**src/hdl/ssu_pkg.sv**
```systemverilog
// ==========================================================================
// Shared constants of the synchronous serial unit
`default_nettype none
package ssu_pkg;

  // ========================================================================
  // Register byte offsets on the bus
  localparam logic [7:0] OFF_CTRL   = 8'h00; // Mode and frame format
  localparam logic [7:0] OFF_BAUD   = 8'h04; // Baud reload value
  localparam logic [7:0] OFF_TXDATA = 8'h08; // Transmit buffer, write
  localparam logic [7:0] OFF_RXDATA = 8'h0C; // Receive buffer, read
  localparam logic [7:0] OFF_STATUS = 8'h10; // Flags and sticky errors

  // ========================================================================
  // Control field positions
  localparam int CTRL_EN     = 0;  // Port enable
  localparam int CTRL_MASTER = 1;  // 1 = master role
  localparam int CTRL_LSB    = 2;  // 1 = LSB first
  localparam int CTRL_CPOL   = 3;  // Idle level of the shift clock
  localparam int CTRL_CPHA   = 4;  // 1 = sample on trailing edge
  localparam int CTRL_HALF   = 5;  // 1 = half duplex
  localparam int CTRL_TXDIR  = 6;  // Half duplex: 1 = transmit
  localparam int CTRL_WID_LO = 8;  // Bits per word minus one, 3 bits
  localparam int CTRL_W      = 11; // Control register width
  localparam logic [10:0] CTRL_RST = 11'h700; // Eight bits, all else off

  // ========================================================================
  // Status field positions
  localparam int ST_TXE  = 0; // Transmit buffer empty
  localparam int ST_RXF  = 1; // Receive buffer full
  localparam int ST_BUSY = 2; // Word in flight
  localparam int ST_ERR  = 3; // Errors: receive, phase, baud, transmit
  localparam int ERR_RE  = 0; // Receive overrun
  localparam int ERR_PE  = 1; // Phase error
  localparam int ERR_BE  = 2; // Baud rate error
  localparam int ERR_TE  = 3; // Transmit underrun
  localparam logic [15:0] BAUD_RST = 16'h0000; // Fastest rate at reset

  // ========================================================================
  // Shift engine states
  typedef enum logic {SSU_IDLE, SSU_RUN} ssu_state_e;

endpackage
`default_nettype wire

```
**src/hdl/ssu_core_if.sv**
```systemverilog
`timescale 1ns/10ps
`default_nettype none
// ==========================================================================
// Links the control logic to the baud divider and the shifter
interface ssu_core_if;
  logic [15:0] reload;    // Divider reload value
  logic        run;       // Divider running
  logic        tick;      // Half bit period elapsed
  logic        load;      // Load shift register
  logic [7:0]  load_data; // Word to load
  logic        sample;    // Capture the input bit
  logic        in_bit;    // Input bit
  logic        shift;     // Advance the output bit
  logic        lsb_first; // Shift order
  logic [3:0]  nbits;     // Bits per word, 2..8
  logic        out_bit;   // Current output bit
  logic [7:0]  rx_word;   // Right aligned received word

  modport baud (input reload, run, output tick);
  modport shifter (input load, load_data, sample, in_bit, shift, lsb_first, nbits,
                   output out_bit, rx_word);
  modport ctl (output reload, run, load, load_data, sample, in_bit, shift,
               lsb_first, nbits, input tick, out_bit, rx_word);
endinterface
`default_nettype wire

```
**src/hdl/ssu_baud.sv**
```systemverilog
`timescale 1ns/10ps
`default_nettype none
// ==========================================================================
// 16-bit reload divider, one tick every reload+1 cycles
module ssu_baud (
  // Clock and reset
  input wire logic   clk_i,
  input wire logic   rst_i,
  // Control side
  ssu_core_if.baud   cif
);
  logic [15:0] cnt; // Down counter

  // Reloads while stopped so the first half period is full length
  always_ff @(posedge clk_i) begin
    if (rst_i) begin
      cnt <= 16'h0000;
    end else if (!cif.run || cnt == 16'h0000) begin
      cnt <= cif.reload;
    end else begin
      cnt <= cnt - 16'h0001;
    end
  end

  assign cif.tick = cif.run && cnt == 16'h0000;
endmodule // ssu_baud
`default_nettype wire

```
**src/hdl/ssu_shift.sv**
```systemverilog
`timescale 1ns/10ps
`default_nettype none
// ==========================================================================
// Transmit and receive shift registers
module ssu_shift (
  // Clock and reset
  input wire logic   clk_i,
  input wire logic   rst_i,
  // Control side
  ssu_core_if.shifter cif
);
  logic [7:0] tx_sh; // Outgoing bits
  logic [7:0] rx_sh; // Incoming bits
  logic [2:0] top;   // Index of the top bit of a word

  assign top = 3'(cif.nbits - 4'h1);

  // Transmit shifter, direction chosen per word
  always_ff @(posedge clk_i) begin
    if (rst_i) begin
      tx_sh <= 8'h00;
    end else if (cif.load) begin
      tx_sh <= cif.load_data;
    end else if (cif.shift) begin
      tx_sh <= cif.lsb_first ? {1'b0, tx_sh[7:1]} : {tx_sh[6:0], 1'b0};
    end
  end

  // Receive shifter; bits enter at the end that keeps alignment simple
  always_ff @(posedge clk_i) begin
    if (rst_i) begin
      rx_sh <= 8'h00;
    end else if (cif.sample) begin
      rx_sh <= cif.lsb_first ? {cif.in_bit, rx_sh[7:1]} : {rx_sh[6:0], cif.in_bit};
    end
  end

  // Output bit and right aligned word of the configured length
  assign cif.out_bit = cif.lsb_first ? tx_sh[0] : tx_sh[top];
  assign cif.rx_word = cif.lsb_first ? (rx_sh >> (4'h8 - cif.nbits))
                                     : (rx_sh & (8'hFF >> (4'h8 - cif.nbits)));
endmodule // ssu_shift
`default_nettype wire

```
**src/hdl/ssu_top.sv**
```systemverilog
// Decided for this implementation: the placing of the registers and the Wishbone slave port.
`timescale 1ns/10ps
`default_nettype none
module ssu_top (
  // Clock and reset
  input  wire logic        clk_i,
  input  wire logic        rst_i,
  // Wishbone classic slave
  input  wire logic        wb_cyc_i,
  input  wire logic        wb_stb_i,
  input  wire logic        wb_we_i,
  input  wire logic [7:0]  wb_adr_i,
  input  wire logic [3:0]  wb_sel_i,
  input  wire logic [31:0] wb_dat_i,
  output logic      [31:0] wb_dat_o,
  output logic             wb_ack_o,
  // Serial clock pin
  input  wire logic        sclk_i,
  output logic             master_shift_clock_out_o,
  output logic             sclk_oe_o,
  // Master out, slave in pin
  input  wire logic        master_out_slave_in_pin_i,
  output logic             master_out_slave_in_pin_o,
  output logic             master_out_slave_in_pin_oe_o,
  // Master in, slave out pin
  input  wire logic        master_in_slave_out_pin_i,
  output logic             master_in_slave_out_pin_o,
  output logic             master_in_slave_out_pin_oe_o,
  // Service requests; tx and rx are one-cycle pulses, err is high the cycle after each cycle that an error is raised
  output logic             tx_empty_req_o,
  output logic             rx_full_req_o,
  output logic             err_req_o
);

  // ========================================================================
  // Registers and state
  logic [10:0]          ctrl;      // Mode and frame format
  logic [15:0]          baud_rl;   // Baud reload value
  logic [7:0]           tx_buf;    // Transmit holding buffer
  logic                 tx_full;   // Holding buffer occupied
  logic [7:0]           rx_buf;    // Receive holding buffer
  logic                 rx_full;   // Receive buffer unread
  logic [3:0]           err;       // Sticky error flags
  ssu_pkg::ssu_state_e  state;     // Engine state
  logic [3:0]           h;         // Clock edge index in a word
  logic                 loaded;    // Shifter holds a fresh word
  logic                 sclk_q;    // Master clock level
  logic                 sin_q;     // Slave clock of last cycle
  logic                 din_q;     // Data input of last cycle
  logic                 edge_q;    // Slave edge in last cycle
  logic                 done_q;    // Last bit sampled last cycle

  // ========================================================================
  // Decoded controls
  logic       en;         // Port enabled
  logic       is_master;  // Master role
  logic       cpol;       // Idle clock level
  logic       cpha;       // Clock phase
  logic       rx_keep;    // Received words are stored
  logic       drive;      // Transmit line is driven
  logic [3:0] nbits;      // Bits per word
  logic [3:0] last;       // Index of the final edge
  logic       din;        // Selected data input

  assign en        = ctrl[ssu_pkg::CTRL_EN];
  assign is_master = ctrl[ssu_pkg::CTRL_MASTER];
  assign cpol      = ctrl[ssu_pkg::CTRL_CPOL];
  assign cpha      = ctrl[ssu_pkg::CTRL_CPHA];
  // A zero width field would be one bit, so it is read as two
  assign nbits = (ctrl[ssu_pkg::CTRL_WID_LO +: 3] == 3'h0) ? 4'h2
               : {1'b0, ctrl[ssu_pkg::CTRL_WID_LO +: 3]} + 4'h1;
  assign last  = 4'((nbits << 1) - 4'h1);
  // Half duplex: either store what comes in, or drive what goes out
  assign rx_keep = !ctrl[ssu_pkg::CTRL_HALF] || !ctrl[ssu_pkg::CTRL_TXDIR];
  assign drive   = !ctrl[ssu_pkg::CTRL_HALF] || ctrl[ssu_pkg::CTRL_TXDIR];
  // Receive line depends on role
  assign din = is_master ? master_in_slave_out_pin_i : master_out_slave_in_pin_i;

  // ========================================================================
  // Sub blocks
  ssu_core_if cif ();

  ssu_baud u_baud (
    .clk_i (clk_i),
    .rst_i (rst_i),
    .cif   (cif.baud)
  );

  ssu_shift u_shift (
    .clk_i (clk_i),
    .rst_i (rst_i),
    .cif   (cif.shifter)
  );

  // ========================================================================
  // Edge detection
  logic s_lead;    // Slave leading edge
  logic s_trail;   // Slave trailing edge
  logic act;       // An edge is processed this cycle
  logic lead;      // Processed edge is leading
  logic trail;     // Processed edge is trailing
  logic start_m;   // Master begins a word
  logic start_s;   // Slave preloads a word
  logic do_load;   // Holding buffer moves to shifter
  logic wb_hit;    // Bus access completes this cycle
  logic rd_rx;     // Receive buffer is read
  logic wr_tx;     // Transmit buffer is written

  // Slave edges are leaving or returning to the idle level
  assign s_lead  = en && !is_master && (sclk_i != cpol) && (sin_q == cpol);
  assign s_trail = en && !is_master && (sclk_i == cpol) && (sin_q != cpol);

  // Master edges come from divider ticks; even index is leading
  always_comb begin
    if (is_master) begin
      act   = en && state == ssu_pkg::SSU_RUN && cif.tick;
      lead  = act && !h[0];
      trail = act && h[0];
    end else begin
      // A slave word begins on its first leading edge
      act   = (state == ssu_pkg::SSU_RUN) ? (s_lead || s_trail) : s_lead;
      lead  = act && s_lead;
      trail = act && s_trail;
    end
  end

  // Word start conditions
  assign start_m = en && is_master && state == ssu_pkg::SSU_IDLE && tx_full;
  assign start_s = en && !is_master && state == ssu_pkg::SSU_IDLE && tx_full && !loaded
                   && !s_lead;
  assign do_load = start_m || start_s;

  // ========================================================================
  // Shifter control
  assign cif.reload    = baud_rl;
  assign cif.run       = en && is_master && state == ssu_pkg::SSU_RUN;
  assign cif.load      = do_load;
  assign cif.load_data = tx_buf;
  assign cif.in_bit    = din;
  assign cif.lsb_first = ctrl[ssu_pkg::CTRL_LSB];
  assign cif.nbits     = nbits;
  // Phase 0 samples on leading and shifts on trailing; phase 1 the reverse
  assign cif.sample    = cpha ? trail : lead;
  assign cif.shift     = cpha ? (lead && h != 4'h0) : (trail && h != last);

  // ========================================================================
  // Word engine
  always_ff @(posedge clk_i) begin
    if (rst_i) begin
      state  <= ssu_pkg::SSU_IDLE;
      h      <= 4'h0;
      loaded <= 1'b0;
    end else if (!en) begin
      // Disabling abandons any word in flight
      state  <= ssu_pkg::SSU_IDLE;
      h      <= 4'h0;
      loaded <= 1'b0;
    end else if (act && h == last) begin
      // Final edge ends the word
      state  <= ssu_pkg::SSU_IDLE;
      h      <= 4'h0;
      loaded <= 1'b0;
    end else if (act) begin
      state <= ssu_pkg::SSU_RUN;
      h     <= h + 4'h1;
    end else if (start_m) begin
      state  <= ssu_pkg::SSU_RUN;
      loaded <= 1'b1;
    end else if (start_s) begin
      loaded <= 1'b1;
    end
  end

  // Master clock toggles each tick and rests at the idle level
  always_ff @(posedge clk_i) begin
    if (rst_i) begin
      sclk_q <= 1'b0;
    end else if (state == ssu_pkg::SSU_IDLE || !en || !is_master) begin
      sclk_q <= cpol;
    end else if (cif.tick) begin
      sclk_q <= !sclk_q;
    end
  end

  // Slave pin history for edge, phase and rate checks
  always_ff @(posedge clk_i) begin
    if (rst_i) begin
      sin_q  <= 1'b0;
      din_q  <= 1'b0;
      edge_q <= 1'b0;
    end else begin
      sin_q  <= sclk_i;
      din_q  <= din;
      edge_q <= s_lead || s_trail;
    end
  end

  // Final sample flags a word; copy waits a cycle for the shifter
  always_ff @(posedge clk_i) begin
    if (rst_i) begin
      done_q <= 1'b0;
    end else begin
      done_q <= cif.sample && h == (cpha ? last : 4'(last - 4'h1));
    end
  end

  // ========================================================================
  // Error detection
  logic [3:0] err_set; // Errors raised this cycle

  always_comb begin
    err_set         = 4'h0;
    // New word while the previous one was not read
    err_set[ssu_pkg::ERR_RE] = done_q && rx_keep && rx_full && !rd_rx;
    // Slave data moved exactly at its sampling edge
    err_set[ssu_pkg::ERR_PE] = !is_master && cif.sample && din != din_q;
    // Slave clock edges in back to back cycles are too fast to follow
    err_set[ssu_pkg::ERR_BE] = !is_master && act && edge_q;
    // Slave word begins with nothing loaded; old shifter contents go out
    err_set[ssu_pkg::ERR_TE] = !is_master && act && state == ssu_pkg::SSU_IDLE && !loaded
                               && drive;
  end

  // ========================================================================
  // Bus slave
  // Writes and read side effects act at the edge that samples ack
  assign wb_hit = wb_cyc_i && wb_stb_i && wb_ack_o;
  assign rd_rx  = wb_hit && !wb_we_i && {wb_adr_i[7:2], 2'b00} == ssu_pkg::OFF_RXDATA;
  assign wr_tx  = wb_hit && wb_we_i && wb_sel_i[0]
                  && {wb_adr_i[7:2], 2'b00} == ssu_pkg::OFF_TXDATA;

  // One wait state, then ack for a single cycle
  always_ff @(posedge clk_i) begin
    if (rst_i) begin
      wb_ack_o <= 1'b0;
    end else begin
      wb_ack_o <= wb_cyc_i && wb_stb_i && !wb_ack_o;
    end
  end

  // Read data registered before ack; unmapped reads give zero
  always_ff @(posedge clk_i) begin
    if (rst_i) begin
      wb_dat_o <= 32'h0000_0000;
    end else if (wb_cyc_i && wb_stb_i && !wb_ack_o && !wb_we_i) begin
      if ({wb_adr_i[7:2], 2'b00} == ssu_pkg::OFF_CTRL) begin
        wb_dat_o <= {21'h000000, ctrl};
      end else if ({wb_adr_i[7:2], 2'b00} == ssu_pkg::OFF_BAUD) begin
        wb_dat_o <= {16'h0000, baud_rl};
      end else if ({wb_adr_i[7:2], 2'b00} == ssu_pkg::OFF_RXDATA) begin
        wb_dat_o <= {24'h000000, rx_buf};
      end else if ({wb_adr_i[7:2], 2'b00} == ssu_pkg::OFF_STATUS) begin
        wb_dat_o <= {25'h0000000, err, state == ssu_pkg::SSU_RUN, rx_full, !tx_full};
      end else begin
        wb_dat_o <= 32'h0000_0000;
      end
    end
  end

  // Control register, byte lanes honoured
  always_ff @(posedge clk_i) begin
    if (rst_i) begin
      ctrl <= ssu_pkg::CTRL_RST;
    end else if (wb_hit && wb_we_i && {wb_adr_i[7:2], 2'b00} == ssu_pkg::OFF_CTRL) begin
      if (wb_sel_i[0]) begin
        ctrl[7:0] <= wb_dat_i[7:0];
      end
      if (wb_sel_i[1]) begin
        ctrl[10:8] <= wb_dat_i[10:8];
      end
    end
  end

  // Baud reload; a change takes hold at the next reload
  always_ff @(posedge clk_i) begin
    if (rst_i) begin
      baud_rl <= ssu_pkg::BAUD_RST;
    end else if (wb_hit && wb_we_i && {wb_adr_i[7:2], 2'b00} == ssu_pkg::OFF_BAUD) begin
      if (wb_sel_i[0]) begin
        baud_rl[7:0] <= wb_dat_i[7:0];
      end
      if (wb_sel_i[1]) begin
        baud_rl[15:8] <= wb_dat_i[15:8];
      end
    end
  end

  // ========================================================================
  // Transmit buffer
  // A write in the same cycle as a load refills it; writing a full
  // buffer replaces the waiting word
  always_ff @(posedge clk_i) begin
    if (rst_i) begin
      tx_buf  <= 8'h00;
      tx_full <= 1'b0;
    end else if (wr_tx) begin
      tx_buf  <= wb_dat_i[7:0];
      tx_full <= 1'b1;
    end else if (do_load) begin
      tx_full <= 1'b0;
    end
  end

  // ========================================================================
  // Receive buffer
  // New word wins over a read in the same cycle
  always_ff @(posedge clk_i) begin
    if (rst_i) begin
      rx_buf  <= 8'h00;
      rx_full <= 1'b0;
    end else if (done_q && rx_keep) begin
      rx_buf  <= cif.rx_word;
      rx_full <= 1'b1;
    end else if (rd_rx) begin
      rx_full <= 1'b0;
    end
  end

  // Sticky errors, write one to clear, a new error wins
  always_ff @(posedge clk_i) begin
    if (rst_i) begin
      err <= 4'h0;
    end else if (wb_hit && wb_we_i && wb_sel_i[0]
                 && {wb_adr_i[7:2], 2'b00} == ssu_pkg::OFF_STATUS) begin
      err <= (err & ~wb_dat_i[ssu_pkg::ST_ERR +: 4]) | err_set;
    end else begin
      err <= err | err_set;
    end
  end

  // ========================================================================
  // Service requests
  always_ff @(posedge clk_i) begin
    if (rst_i) begin
      tx_empty_req_o <= 1'b0;
      rx_full_req_o  <= 1'b0;
      err_req_o      <= 1'b0;
    end else begin
      tx_empty_req_o <= do_load;
      rx_full_req_o  <= done_q && rx_keep;
      err_req_o      <= |err_set;
    end
  end

  // ========================================================================
  // Pins
  // Clock pin driven only by an enabled master
  assign master_shift_clock_out_o = sclk_q;
  assign sclk_oe_o                = en && is_master;
  // Transmit line is the role's output pin; the other stays released
  assign master_out_slave_in_pin_o    = cif.out_bit;
  assign master_out_slave_in_pin_oe_o = en && is_master && drive;
  assign master_in_slave_out_pin_o    = cif.out_bit;
  assign master_in_slave_out_pin_oe_o = en && !is_master && drive;

endmodule // ssu_top
`default_nettype wire

```
**config.mk**
```make
export PLATFORM = sky130hd
export DESIGN_NAME = ssu_top
export DESIGN_NICKNAME = d
export VERILOG_FILES = /design/src/hdl/ssu_pkg.sv /design/src/hdl/ssu_core_if.sv /design/src/hdl/ssu_baud.sv /design/src/hdl/ssu_shift.sv /design/src/hdl/ssu_top.sv
export SDC_FILE = /design/constraint.sdc
export NUM_CORES = 1
export LEC_CHECK = 0
export BUFFER_PORTS_ARGS = -buffer_cell sky130_fd_sc_hd__buf_2
export CELL_PAD_IN_SITES_DETAIL_PLACEMENT = 0
export CELL_PAD_IN_SITES_GLOBAL_PLACEMENT = 1
export CORE_MARGIN = 2
export CORE_UTILIZATION = 35
export DETAILED_ROUTE_END_ITERATION = 16
export PLACE_DENSITY_LB_ADDON = 0.1
export SYNTH_ARGS = -nofsm -noshare
export SYNTH_HDL_FRONTEND = slang
export SYNTH_HIERARCHICAL = 1
export SYNTH_SLANG_ARGS = --single-unit
```
**constraint.sdc**
```tcl
create_clock -name clk_i -period 5.7 [get_ports clk_i]
set_input_delay 0.285 -clock clk_i [delete_from_list [all_inputs] [get_ports clk_i]]
set_output_delay 0.285 -clock clk_i [all_outputs]
set_load 0.02 [all_outputs]
```
==> run summary, run 1 <==
Startpoint Class - register
Clock Skew - 0.00886 ns
Share of cells above drive strength 1 - 14.8%
Most frequent cells in the layout - dfxtp_1, a21oi_1, nand2_1
Hold crit path type - in -> reg
Largest net degree at the start of global routing - 76
Total CTS buffers - 9
Max layer used - met4
First-pass GRT wire length - 26100 um
CP Class - reg -> reg
Most common cell after layout, fill and taps aside - dfxtp_1
Worst slew margin - 21.4%
Cells after DPL - 952
Total GRT Usage - 18.3%
Clk Latency, worst-skew pair - 0.36 ns
DP HPWL - 11800 um
Vias/cell - 5.20
Final Wtd Congestion - 0.783
Final Max Slew Viols - 0
Worst-margin pin slew - 1.18 ns
Die span in y - 134 um
Peak fanout along the critical path - 16
End of the critical path - u_shift/tx_sh[0]
Initial drt markers - 234
Syn Area/Cell - 8.31 um2
FF-to-FF End - u_shift/tx_sh[0]
Logic pwr share - 4.7%
Synth area leaders - dfxtp_1, a21oi_1, nand2_1
Cell Count, Final, Fillers Out - 968
Clock transition at the registers of the reported paths - 0.08 ns
# port buffers - 57
Total power - 1460 uW
M1 wire length - 7600 um
Unrepaired setup endpoints after global routing - no
Async set-or-reset flop fraction in the synthesized netlist - 0%
R2R depth - 13
Seq pwr share - 53.8%
Max cap viols - 0
Cell taking the most area after synthesis - dfxtp_1
H-tree levels - 3
FF-to-FF setup slack - 1.60 ns
RR Startpoint - u_baud/cnt[0]
Worst setup path startpoint - u_baud/cnt[0]
Vias in the first global route - 4804
Post-CTS setup buffers - 0
Final min period - 4.10 ns
CP required - 5.92 ns
DIE WIDTH - 134 um
Switching share of total power - 24.5%
LEAKAGE - 0.00246 uW
Initial Util - 35.9%
Worst setup margin - 1.60 ns
Fmax - 0.244 GHz
Number of synthesized flops with an enable pin - 0
Pwr/cell area - 223 mW/mm2
Fin crit share - 71.9%
Root Driver - clkbuf_16
Setup TNS - 0 ns
Detail Route Antenna Nets - 0
Count of state elements after synthesis - 112
Total wire length - 16100 um
Via count - 5035
Syn-to-layout area delta - 10.2%
IO Count - 94
Crit path DAT - 4.31 ns
Clock sinks - 112
Die area - 0.0181 mm2
Post_cts resized - 0
Detail Route met2 WL - 7770 um
Mapped Cells - 716
Met3 WL post-DR - 410 um
Antenna diodes - 0
CTS tree - yes
Final nets - 804
Yosys cell types - 63
Final Hold Fails - 0
Setup Viol. Count Final - 0
Post-synthesis sequential area ratio - 37.7%
Internal power - 1100 uW
Placement Rows - 47
Hold Buf Count CTS - 0
Total grt overflow - 0
Pre-CTS setup slack - 1.49 ns
Antenna violations before repair - 0
Switching pwr - 358 uW
CTS max path bufs - 2
Worst Setup End Kind - register
Final design utilization - 39.5%
Mapped Area - 0.00595 mm2
Synth Flop Type - dfxtp_1
DR DRC count - 0
Share of the synthesized area in the top cell type - 37.7%
VDD IR max - 0.133 mV
First-pass DRT Iterations - 5
WL/cell - 16.7 um
Status - completed
Core outline area - 0.0166 mm2
Ys Warns - 6
Clock power share - 41.6%
-- synthesized netlist by cell type, drive strengths merged, types with 2 or more instances --
cell    count
a21oi      94
clkbuf     27
nor2       70
mux2        5
nand3b     14
and3        3
dfxtp     112
and3b       2
and4        2
a31oi       3
and2        6
nand4       7
nor3       15
buf        36
nand2b      7
nor4        6
inv        13
ha          9
or3         5
nor2b      12
xor2       12
a211oi     27
o32ai       2
nand3      45
mux2i      25
or3b        2
nor3b       6
a311oi      3
mux4        4
nand2      84
a221oi      4
a21bo       2
o31ai       9
xnor2      15
o21ai      13
-- per-stage QoR --
step	hold WS (ns)	cell area [um2]
floorplan	0.413	6010
global placement	0.440	6280
detailed placement	0.446	6280
CTS	0.169	6560
global route	0.185	6560
finish	0.181	6560
-- per-layer routing --
layer,vias up,global-route usage [%]
li1,2556,-
met1,2374,24.1
met2,81,30.6
met3,24,2.57
met4,0,6.84
met5,-,0
-- cells by family after synthesis --
family | share of synthesized area [%]
AOI/OAI and AO/OA | 18.3
xor gates and xnor gates | 4.10
adders and majority gates | 1.89
buffers and inverters | 6.52
DFF | 37.7
muxes | 6.67
other | 0.0630
and+or+nand+nor | 24.7
-- sequential cells by signal, indices dropped and copies added, names as in the netlist, 8 cells and up --
| signal | count |
|---|---|
| baud_rl | 16 |
| cif.load_data | 8 |
| ctrl | 11 |
| rx_buf | 8 |
| u_baud/cnt | 16 |
| u_shift/rx_sh | 8 |
| u_shift/tx_sh | 8 |
| wb_dat_o | 16 |
-- critical path: stages (launching register included) --
cell and delay, ns:
dfxtp_1 0.34, inv_1 0.08, ha_1 0.20, nor3b_2 0.51
nand3_1 0.13, nor4bb_1 0.76, nand4_1 0.32, nor2_1 0.21
nor2_1 0.06, o22ai_1 0.88, nand2b_1 0.21, a21oi_1 0.06
a21oi_1 0.13, nor2_1 0.05
-- worst min path at each step --
| stage | slack (ns) | startpoint | to | depth (start not counted) |
|---|---|---|---|---|
| global route | 0.19 | wb_dat_i[11] | baud_rl[11] | 3 |
| CTS | 0.17 | wb_dat_i[10] | ctrl[10] | 3 |
| floorplan | 0.41 | sclk_i | sin_q | 1 |
| global placement | 0.44 | wb_dat_o[12] | wb_dat_o[12] | 2 |
| detailed placement | 0.45 | wb_dat_o[11] | wb_dat_o[11] | 2 |
| finish | 0.18 | wb_dat_i[10] | ctrl[10] | 3 |
-- area by class of cell --
cell class              count  area, um2
fillers                  1735      10000
multi-input cells         543       3380
flip-flops and latches    112       2240
repair buffers             64        340
well taps                 220        275
clock buffers              10        229
inverters                  13       48.8
clock inverters             6       45.0
-- power groups by stage --
| stage | Sequential, uW | Combinational, uW | Clock, uW |
|---|---|---|---|
| floorplan | 806 | 46.2 | 0 |
| global placement | 804 | 67.9 | 0 |
| detailed placement | 804 | 68.4 | 0 |
| CTS | 786 | 68.7 | 627 |
| global route | 786 | 74.5 | 662 |
| finish | 786 | 67.9 | 607 |
Power figures use the tool's default switching activity.
==> run 2, diff against run 1 <==
- ABC_AREA: default -> 1
- clock period: 5.7 -> 3.5 ns (I/O delays scaled with it)
==> run 2 against run 1 <==
  * Clock skew barely moved
  * Critical path depth up 2
  * Largest cell class unchanged
  * Global-route usage grew 1.1 points
  * Non-clock buffer count unchanged
  * Utilization increased by 0.34 points
  * Cell area rose by 5.2%
==> run summary, run 2 <==
Worst-margin pin slew - 0.876 ns (was 1.18 ns)
Antenna diodes - 0 (unchanged)
Root Driver - clkbuf_16 (unchanged)
Worst Hold Depth - 3 (unchanged)
DIE WIDTH - 137 um (was 134 um)
Vias/cell - 4.74 (was 5.20)
Final nets - 1030 (was 804)
Hold Path Origin - wb_stb_i (was wb_dat_i[10])
Most common cell after layout, fill and taps aside - nand2_1 (was dfxtp_1)
Worst Hold End - wb_ack_o (was ctrl[10])
Detail Route Antenna Nets - 0 (unchanged)
Share of cells above drive strength 1 - 15.5% (was 14.8%)
R2R depth - 15 (was 13)
# port buffers - 57 (unchanged)
DP HPWL - 13200 um (was 11800 um)
Die area - 0.0188 mm2 (was 0.0181 mm2)
Worst slew margin - 41.5% (was 21.4%)
First-pass GRT wire length - 28100 um (was 26100 um)
Via count - 5685 (was 5035)
CP max-delay cell - nor2_1 (was o22ai_1)
Clock sinks - 112 (unchanged)
Cell taking the most area after synthesis - dfxtp_1 (unchanged)
H-tree levels - 3 (unchanged)
Unrepaired setup endpoints after global routing - no (unchanged)
Clock transition at the registers of the reported paths - 0.08 ns (about the same)
Cells after DPL - 1183 (was 952)
Syn-to-layout area delta - 11.2% (was 10.2%)
GR peak layer - met2 (unchanged)
Total grt overflow - 0 (unchanged)
VDD IR max - 0.224 mV (was 0.133 mV)
Clk Latency, worst-skew pair - 0.36 ns (about the same)
Final min period - 2.95 ns (was 4.10 ns)
IO Count - 94 (unchanged)
Syn Area/Cell - 6.69 um2 (was 8.31 um2)
Final Wtd Congestion - 0.788 (was 0.783)
Total wire length - 17700 um (was 16100 um)
Core outline area - 0.0173 mm2 (was 0.0166 mm2)
Mapped Area - 0.00620 mm2 (was 0.00595 mm2)
Final Hold Fails - 0 (unchanged)
Top-count cell post-synth - nand2_1 (was dfxtp_1)
Multi-input gate area - 0.00332 mm2 (was 0.00338 mm2)
CP peak stage delay - 0.49 ns (was 0.88 ns)
DR DRC count - 0 (unchanged)
Setup TNS - 0 ns (unchanged)
Met1 Use GR - 28.4% (was 24.1%)
Largest net degree at the start of global routing - 46 (was 76)
LEAKAGE - 0.00307 uW (was 0.00246 uW)
Hold crit path type - in -> reg (unchanged)
Post-synthesis sequential area ratio - 36.2% (was 37.7%)
Synth Flop Type - dfxtp_1 (unchanged)
First-pass DRT Iterations - 5 (unchanged)
Yosys cell types - 42 (was 63)
Worst Setup End Kind - register (unchanged)
Vias in the first global route - 5212 (was 4804)
RR Startpoint - ctrl[8] (was u_baud/cnt[0])
Pwr/cell area - 371 mW/mm2 (was 223 mW/mm2)
Crit path top cell by count - nand2_1 (was nor2_1)
Ys Warns - 6 (unchanged)
Max cap viols - 0 (unchanged)
Count of state elements after synthesis - 112 (unchanged)
Startpoint Class - register (unchanged)
Setup Viol. Count Final - 0 (unchanged)
Global routing usage on met2 - 30.2% (was 30.6%)
Fmax - 0.338 GHz (was 0.244 GHz)
Status - completed (unchanged)
Post-CTS setup buffers - 0 (unchanged)
WL/cell - 14.8 um (was 16.7 um)
Initial Util - 35.8% (was 35.9%)
Crit path DAT - 3.24 ns (was 4.31 ns)
Mapped Cells - 927 (was 716)
Placement Rows - 48 (was 47)
Finished Cell Area - 0.00690 mm2 (was 0.00656 mm2)
Peak fanout along the critical path - 8 (was 16)
Reg area - 0.00224 mm2 (unchanged)
CTS max path bufs - 2 (unchanged)
Cell Area, Placed - 0.00657 mm2 (was 0.00628 mm2)
Die span in y - 137 um (was 134 um)
Met3 Resource Use GR - 3.52% (was 2.57%)
Critical Path, Cell by Cell - inv_1, ha_1, nand2_2, inv_1, nor2_1, ha_1, xor2_1, nand2_1, nor2_1, nand2_1, nand2_1, o21ai_0, nor2_1, nand2_1, a31oi_1 (was inv_1, ha_1, nor3b_2, nand3_1, nor4bb_1, nand4_1, nor2_1, nor2_1, o22ai_1, nand2b_1, a21oi_1, a21oi_1, nor2_1)
Cell Count, Final, Fillers Out - 1199 (was 968)
Top Registers - baud_rl x16, u_baud/cnt x16, wb_dat_o x16 (unchanged)
Final Max Slew Viols - 0 (unchanged)
Total power - 2560 uW (was 1460 uW)
Share of the synthesized area in the top cell type - 36.2% (was 37.7%)
Antenna violations before repair - 0 (unchanged)
CP required - 3.78 ns (was 5.92 ns)
CTS tree - yes (unchanged)
Hold Buf Count CTS - 0 (unchanged)
CP Class - reg -> reg (unchanged)
Number of synthesized flops with an enable pin - 0 (unchanged)
Most frequent cells in the layout - nand2_1, nor2_1, dfxtp_1 (was dfxtp_1, a21oi_1, nand2_1)
Clock Skew - 0.00897 ns (was 0.00886 ns)
Fin crit share - 84.4% (was 71.9%)
Most frequent cells after synthesis - nand2_1, nor2_1, dfxtp_1 (was dfxtp_1, a21oi_1, nand2_1)
Final design utilization - 39.9% (was 39.5%)
Total CTS buffers - 9 (unchanged)
Total GRT Usage - 19.5% (was 18.3%)
Post_cts resized - 0 (unchanged)
Fillcell total - 1942 (was 1735)
Async set-or-reset flop fraction in the synthesized netlist - 0% (unchanged)
Synth area leaders - dfxtp_1, nand2_1, nor2_1 (was dfxtp_1, a21oi_1, nand2_1)
FF-to-FF End - u_shift/tx_sh[2] (was u_shift/tx_sh[0])
Initial drt markers - 302 (was 234)
FF-to-FF setup slack - 0.55 ns (was 1.60 ns)
==> run 2: cell types whose count changed in the layout (fill, tap and decap cells not counted), moves of 25 or more <==
| cell | previous run | this run |
|---|---|---|
| inv_1 | 13 | 87 |
| a21oi_1 | 93 | 53 |
| nor2_1 | 70 | 131 |
| mux2i_1 | 25 | 0 |
| nand2_1 | 84 | 224 |
| o21ai_0 | 12 | 64 |
==> run 2: stage by stage <==
stage,hold WS (ns),worst slack (ns)
after floorplan,0.237,0.990
after global placement,0.429,0.561
after detailed placement,0.430,0.514
after CTS,0.0324,0.484
after global routing,0.0441,0.269
final,0.0438,0.546
==> run 2: area by class of cell <==
| class | count | share of cell area [%] |
|---|---|---|
| multi-input cells | 680 | 48.2 |
| clock inverters | 7 | 1.49 |
| well taps | 225 | 4.08 |
| repair buffers | 64 | 4.90 |
| inverters | 102 | 5.59 |
| flip-flops and latches | 112 | 32.5 |
| clock buffers | 9 | 3.27 |
==> run 2: worst max-delay path by stage <==
stage	depth (start not counted)	slack (ns)	end	start
2_1_floorplan	16	0.99	master_out_slave_in_pin_o	ctrl[8]
3_3_place_gp	15	0.56	u_shift/tx_sh[7]	ctrl[8]
3_5_place_dp	15	0.51	u_shift/tx_sh[0]	ctrl[8]
4_1_cts	14	0.48	master_out_slave_in_pin_o	ctrl[8]
5_1_grt	15	0.27	u_shift/tx_sh[4]	ctrl[8]
6_report	15	0.55	u_shift/tx_sh[2]	ctrl[8]
==> run 2: where the power goes <==
part           total (uW)  internal [uW]  switching, uW
sequential           1280           1280           2.06
clock                1170            638            534
combinational         111           28.9           81.8
total                2560           1940            618
==> run 2: logic make-up (layout without fill, tap and decap cells) <==
| logic type | after synthesis | count (layout) | share of synthesized area (%) |
|---|---|---|---|
| AO/OA/AOI/OAI | 153 | 153 | 14.0 |
| XOR/XNOR | 12 | 12 | 1.70 |
| adder cells (fa/ha/maj) | 9 | 9 | 1.82 |
| buffers and inverters | 150 | 182 | 11.2 |
| flip-flops | 112 | 112 | 36.2 |
| other | 1 | 16 | 0.0605 |
| AND/OR/NAND/NOR | 490 | 490 | 35.1 |
==> run 2: per-layer routing <==
layer  wire, um  vias to the layer above
li1           -                     3014
met1       9190                     2573
met2       7810                       90
met3        603                        8
met4        113                        0
met5          0                        -
==> run 2: worst max-delay path, delay by kind of cell, from the launching register on <==
family                     cells  cell delay [ns]
buffers and inverters          2             0.13
xor gates and xnor gates       1             0.18
AOI/OAI and AO/OA              2             0.38
adders and majority gates      2             0.50
DFF                            1             0.39
and+or+nand+nor                8             1.29
==> run 3, diff against run 2 <==
- clock period: 3.5 -> 2.66 ns (I/O delays scaled with it)
==> run 3 against run 2 <==
  * Clock power up 29%
  * Setup slack worse by 0.36 ns
  * Worst hold slack worse by 0.026 ns
  * Power up 30%
  * Clock-buffer cell count up 2
  * Final cell count up 2.6%
  * Critical endpoint unchanged
==> run summary, run 3 (synthesized netlist as in run 2, its figures left out) <==
Status - completed (unchanged)
Fillcell total - 1899 (was 1942)
Vias/cell - 4.70 (was 4.74)
Clk Latency, worst-skew pair - 0.36 ns (about the same)
Startpoint Class - register (unchanged)
CP Class - reg -> reg (unchanged)
Share of cells above drive strength 1 - 19.8% (was 15.5%)
FF-to-FF End - u_shift/tx_sh[2] (unchanged)
Total power - 3330 uW (was 2560 uW)
Cell Area, Placed - 0.00673 mm2 (was 0.00657 mm2)
DIE WIDTH - 137 um (unchanged)
First-pass DRT Iterations - 5 (unchanged)
Seq pwr share - 50.5% (was 49.9%)
Root Driver - clkbuf_16 (unchanged)
Clock Skew - 0.00573 ns (was 0.00897 ns)
Cells after DPL - 1203 (was 1183)
Worst-margin pin slew - 0.722 ns (was 0.876 ns)
Final Wtd Congestion - 0.862 (was 0.788)
WL/cell - 14.6 um (was 14.8 um)
Total grt overflow - 0 (unchanged)
Top Registers - baud_rl x16, u_baud/cnt x16, wb_dat_o x16 (unchanged)
Setup Viol. Count Final - 0 (unchanged)
LEAKAGE - 0.00325 uW (was 0.00307 uW)
R2R depth - 19 (was 15)
Final nets - 1061 (was 1030)
DP HPWL - 13500 um (was 13200 um)
Crit path DAT - 2.76 ns (was 3.24 ns)
Min Hold Slack - 0.0181 ns (was 0.0438 ns)
Total CTS buffers - 9 (unchanged)
Via count - 5784 (was 5685)
Logic pwr share - 4.4% (was 4.3%)
Antenna violations before repair - 0 (unchanged)
FF-to-FF setup slack - 0.18 ns (was 0.55 ns)
Final design utilization - 42.0% (was 39.9%)
Worst Hold End - wb_ack_o (unchanged)
Hold crit path type - in -> reg (unchanged)
Vias in the first global route - 5326 (was 5212)
Switching pwr - 763 uW (was 618 uW)
Final min period - 2.48 ns (was 2.95 ns)
# port buffers - 57 (unchanged)
Pwr/cell area - 459 mW/mm2 (was 371 mW/mm2)
Initial Util - 35.8% (unchanged)
Die span in y - 137 um (unchanged)
Clock sinks - 112 (unchanged)
Final Max Slew Viols - 0 (unchanged)
CTS max path bufs - 2 (unchanged)
Hold Path Origin - wb_cyc_i (was wb_stb_i)
Antenna diodes - 0 (unchanged)
Fin crit share - 93.1% (was 84.4%)
Clock power share - 45.2% (was 45.8%)
Finished Cell Area - 0.00726 mm2 (was 0.00690 mm2)
H-tree levels - 3 (unchanged)
Fmax - 0.404 GHz (was 0.338 GHz)
Worst Setup End Kind - register (unchanged)
Core outline area - 0.0173 mm2 (unchanged)
Cell Count, Final, Fillers Out - 1230 (was 1199)
Switching share of total power - 22.9% (was 24.1%)
Placement Rows - 48 (unchanged)
Internal power - 2570 uW (was 1940 uW)
Worst slew margin - 51.6% (was 41.5%)
RR Startpoint - u_baud/cnt[0] (was ctrl[8])
Die area - 0.0188 mm2 (unchanged)
First-pass GRT wire length - 28300 um (was 28100 um)
Most common cell after layout, fill and taps aside - nand2_1 (unchanged)
Peak fanout along the critical path - 8 (unchanged)
Max cap viols - 0 (unchanged)
Largest net degree at the start of global routing - 33 (was 46)
Most frequent cells in the layout - nand2_1, nor2_1, dfxtp_1 (unchanged)
Total GRT Usage - 19.4% (was 19.5%)
Clock transition at the registers of the reported paths - 0.07 ns (was 0.08 ns)
DR DRC count - 0 (unchanged)
Syn-to-layout area delta - 17.1% (was 11.2%)
Initial drt markers - 340 (was 302)
VDD IR max - 0.318 mV (was 0.224 mV)
IO Count - 94 (unchanged)
CP required - 2.94 ns (was 3.78 ns)
Worst Hold Depth - 3 (unchanged)
Total wire length - 18000 um (was 17700 um)
CTS tree - yes (unchanged)
Final Hold Fails - 0 (unchanged)
Detail Route Antenna Nets - 0 (unchanged)
run 3: per-stage QoR:
stage,setup WS [ns],setup TNS [ns]
after floorplan,0.192,0
after global placement,0.0895,0
after detailed placement,0.0443,0
after CTS,0.0135,0
after global routing,-0.0324,-0.0795
final,0.184,0
run 3: power groups by stage:
| stage | combinational (uW) | sequential [uW] | clock [uW] |
|---|---|---|---|
| 5_1_grt | 161 | 1680 | 1600 |
| 2_1_floorplan | 99.5 | 1730 | 0 |
| 3_5_place_dp | 145 | 1720 | 0 |
| 4_1_cts | 147 | 1680 | 1550 |
| 3_3_place_gp | 147 | 1720 | 0 |
| 6_report | 145 | 1680 | 1510 |
run 3: layout make-up:
class | instances | area [um2] | area share (%)
inverters | 102 | 392 | 5.39
clock inverters | 5 | 80.1 | 1.10
repair buffers | 95 | 598 | 8.24
clock buffers | 11 | 243 | 3.34
well taps | 225 | 282 | 3.88
flip-flops and latches | 112 | 2240 | 30.9
multi-input cells | 680 | 3420 | 47.2
run 3: metal layers:
layer / routed length [um] / vias up / part of all wire [%] / GRT usage, %
met3: 533 / 5 / 3.0 / 3.67
met4: 92 / 0 / 0.51 / 2.92
met5: 0 / - / 0 / 0
met1: 9300 / 2607 / 52 / 28.4
li1: - / 3088 / - / -
met2: 8080 / 84 / 45 / 30.1
run 3: what timing repair did:
action / CTS / global route
pin swaps: 0 / 10
resized for setup: 3 / 33
endpoints found under the setup margin: 2 / 18
setup buffers: 0 / 10
hold buffers: 1 / 0
endpoints found under the hold margin: 1 / 0
run 3: how the worst max path moves through the flow:
| stage | start | endpoint | slack, ns | cells past startpoint |
|---|---|---|---|---|
| 3_5_place_dp | u_baud/cnt[0] | u_shift/tx_sh[2] | 0.04 | 19 |
| 5_1_grt | u_baud/cnt[3] | u_shift/tx_sh[2] | -0.03 | 18 |
| 2_1_floorplan | ctrl[8] | master_out_slave_in_pin_o | 0.19 | 16 |
| 4_1_cts | ctrl[8] | master_out_slave_in_pin_o | 0.01 | 15 |
| 3_3_place_gp | u_baud/cnt[0] | u_shift/tx_sh[2] | 0.09 | 19 |
| 6_report | u_baud/cnt[0] | u_shift/tx_sh[2] | 0.18 | 19 |
run 3: worst max-delay path, cell delays in order, from the launching register on:
cell and delay (ns):
dfxtp_1 0.31, inv_2 0.08, ha_4 0.14, nand2_2 0.06, nor2_4 0.12, nand3_4 0.09, nor4_4 0.29, buf_4 0.17
nand2_4 0.07, inv_4 0.07, nand2_4 0.05, a21oi_2 0.13, nand2_1 0.07, o21ai_2 0.07, buf_6 0.12, inv_1 0.04
nor2_2 0.10, buf_6 0.14, o211ai_1 0.08, a31oi_1 0.18
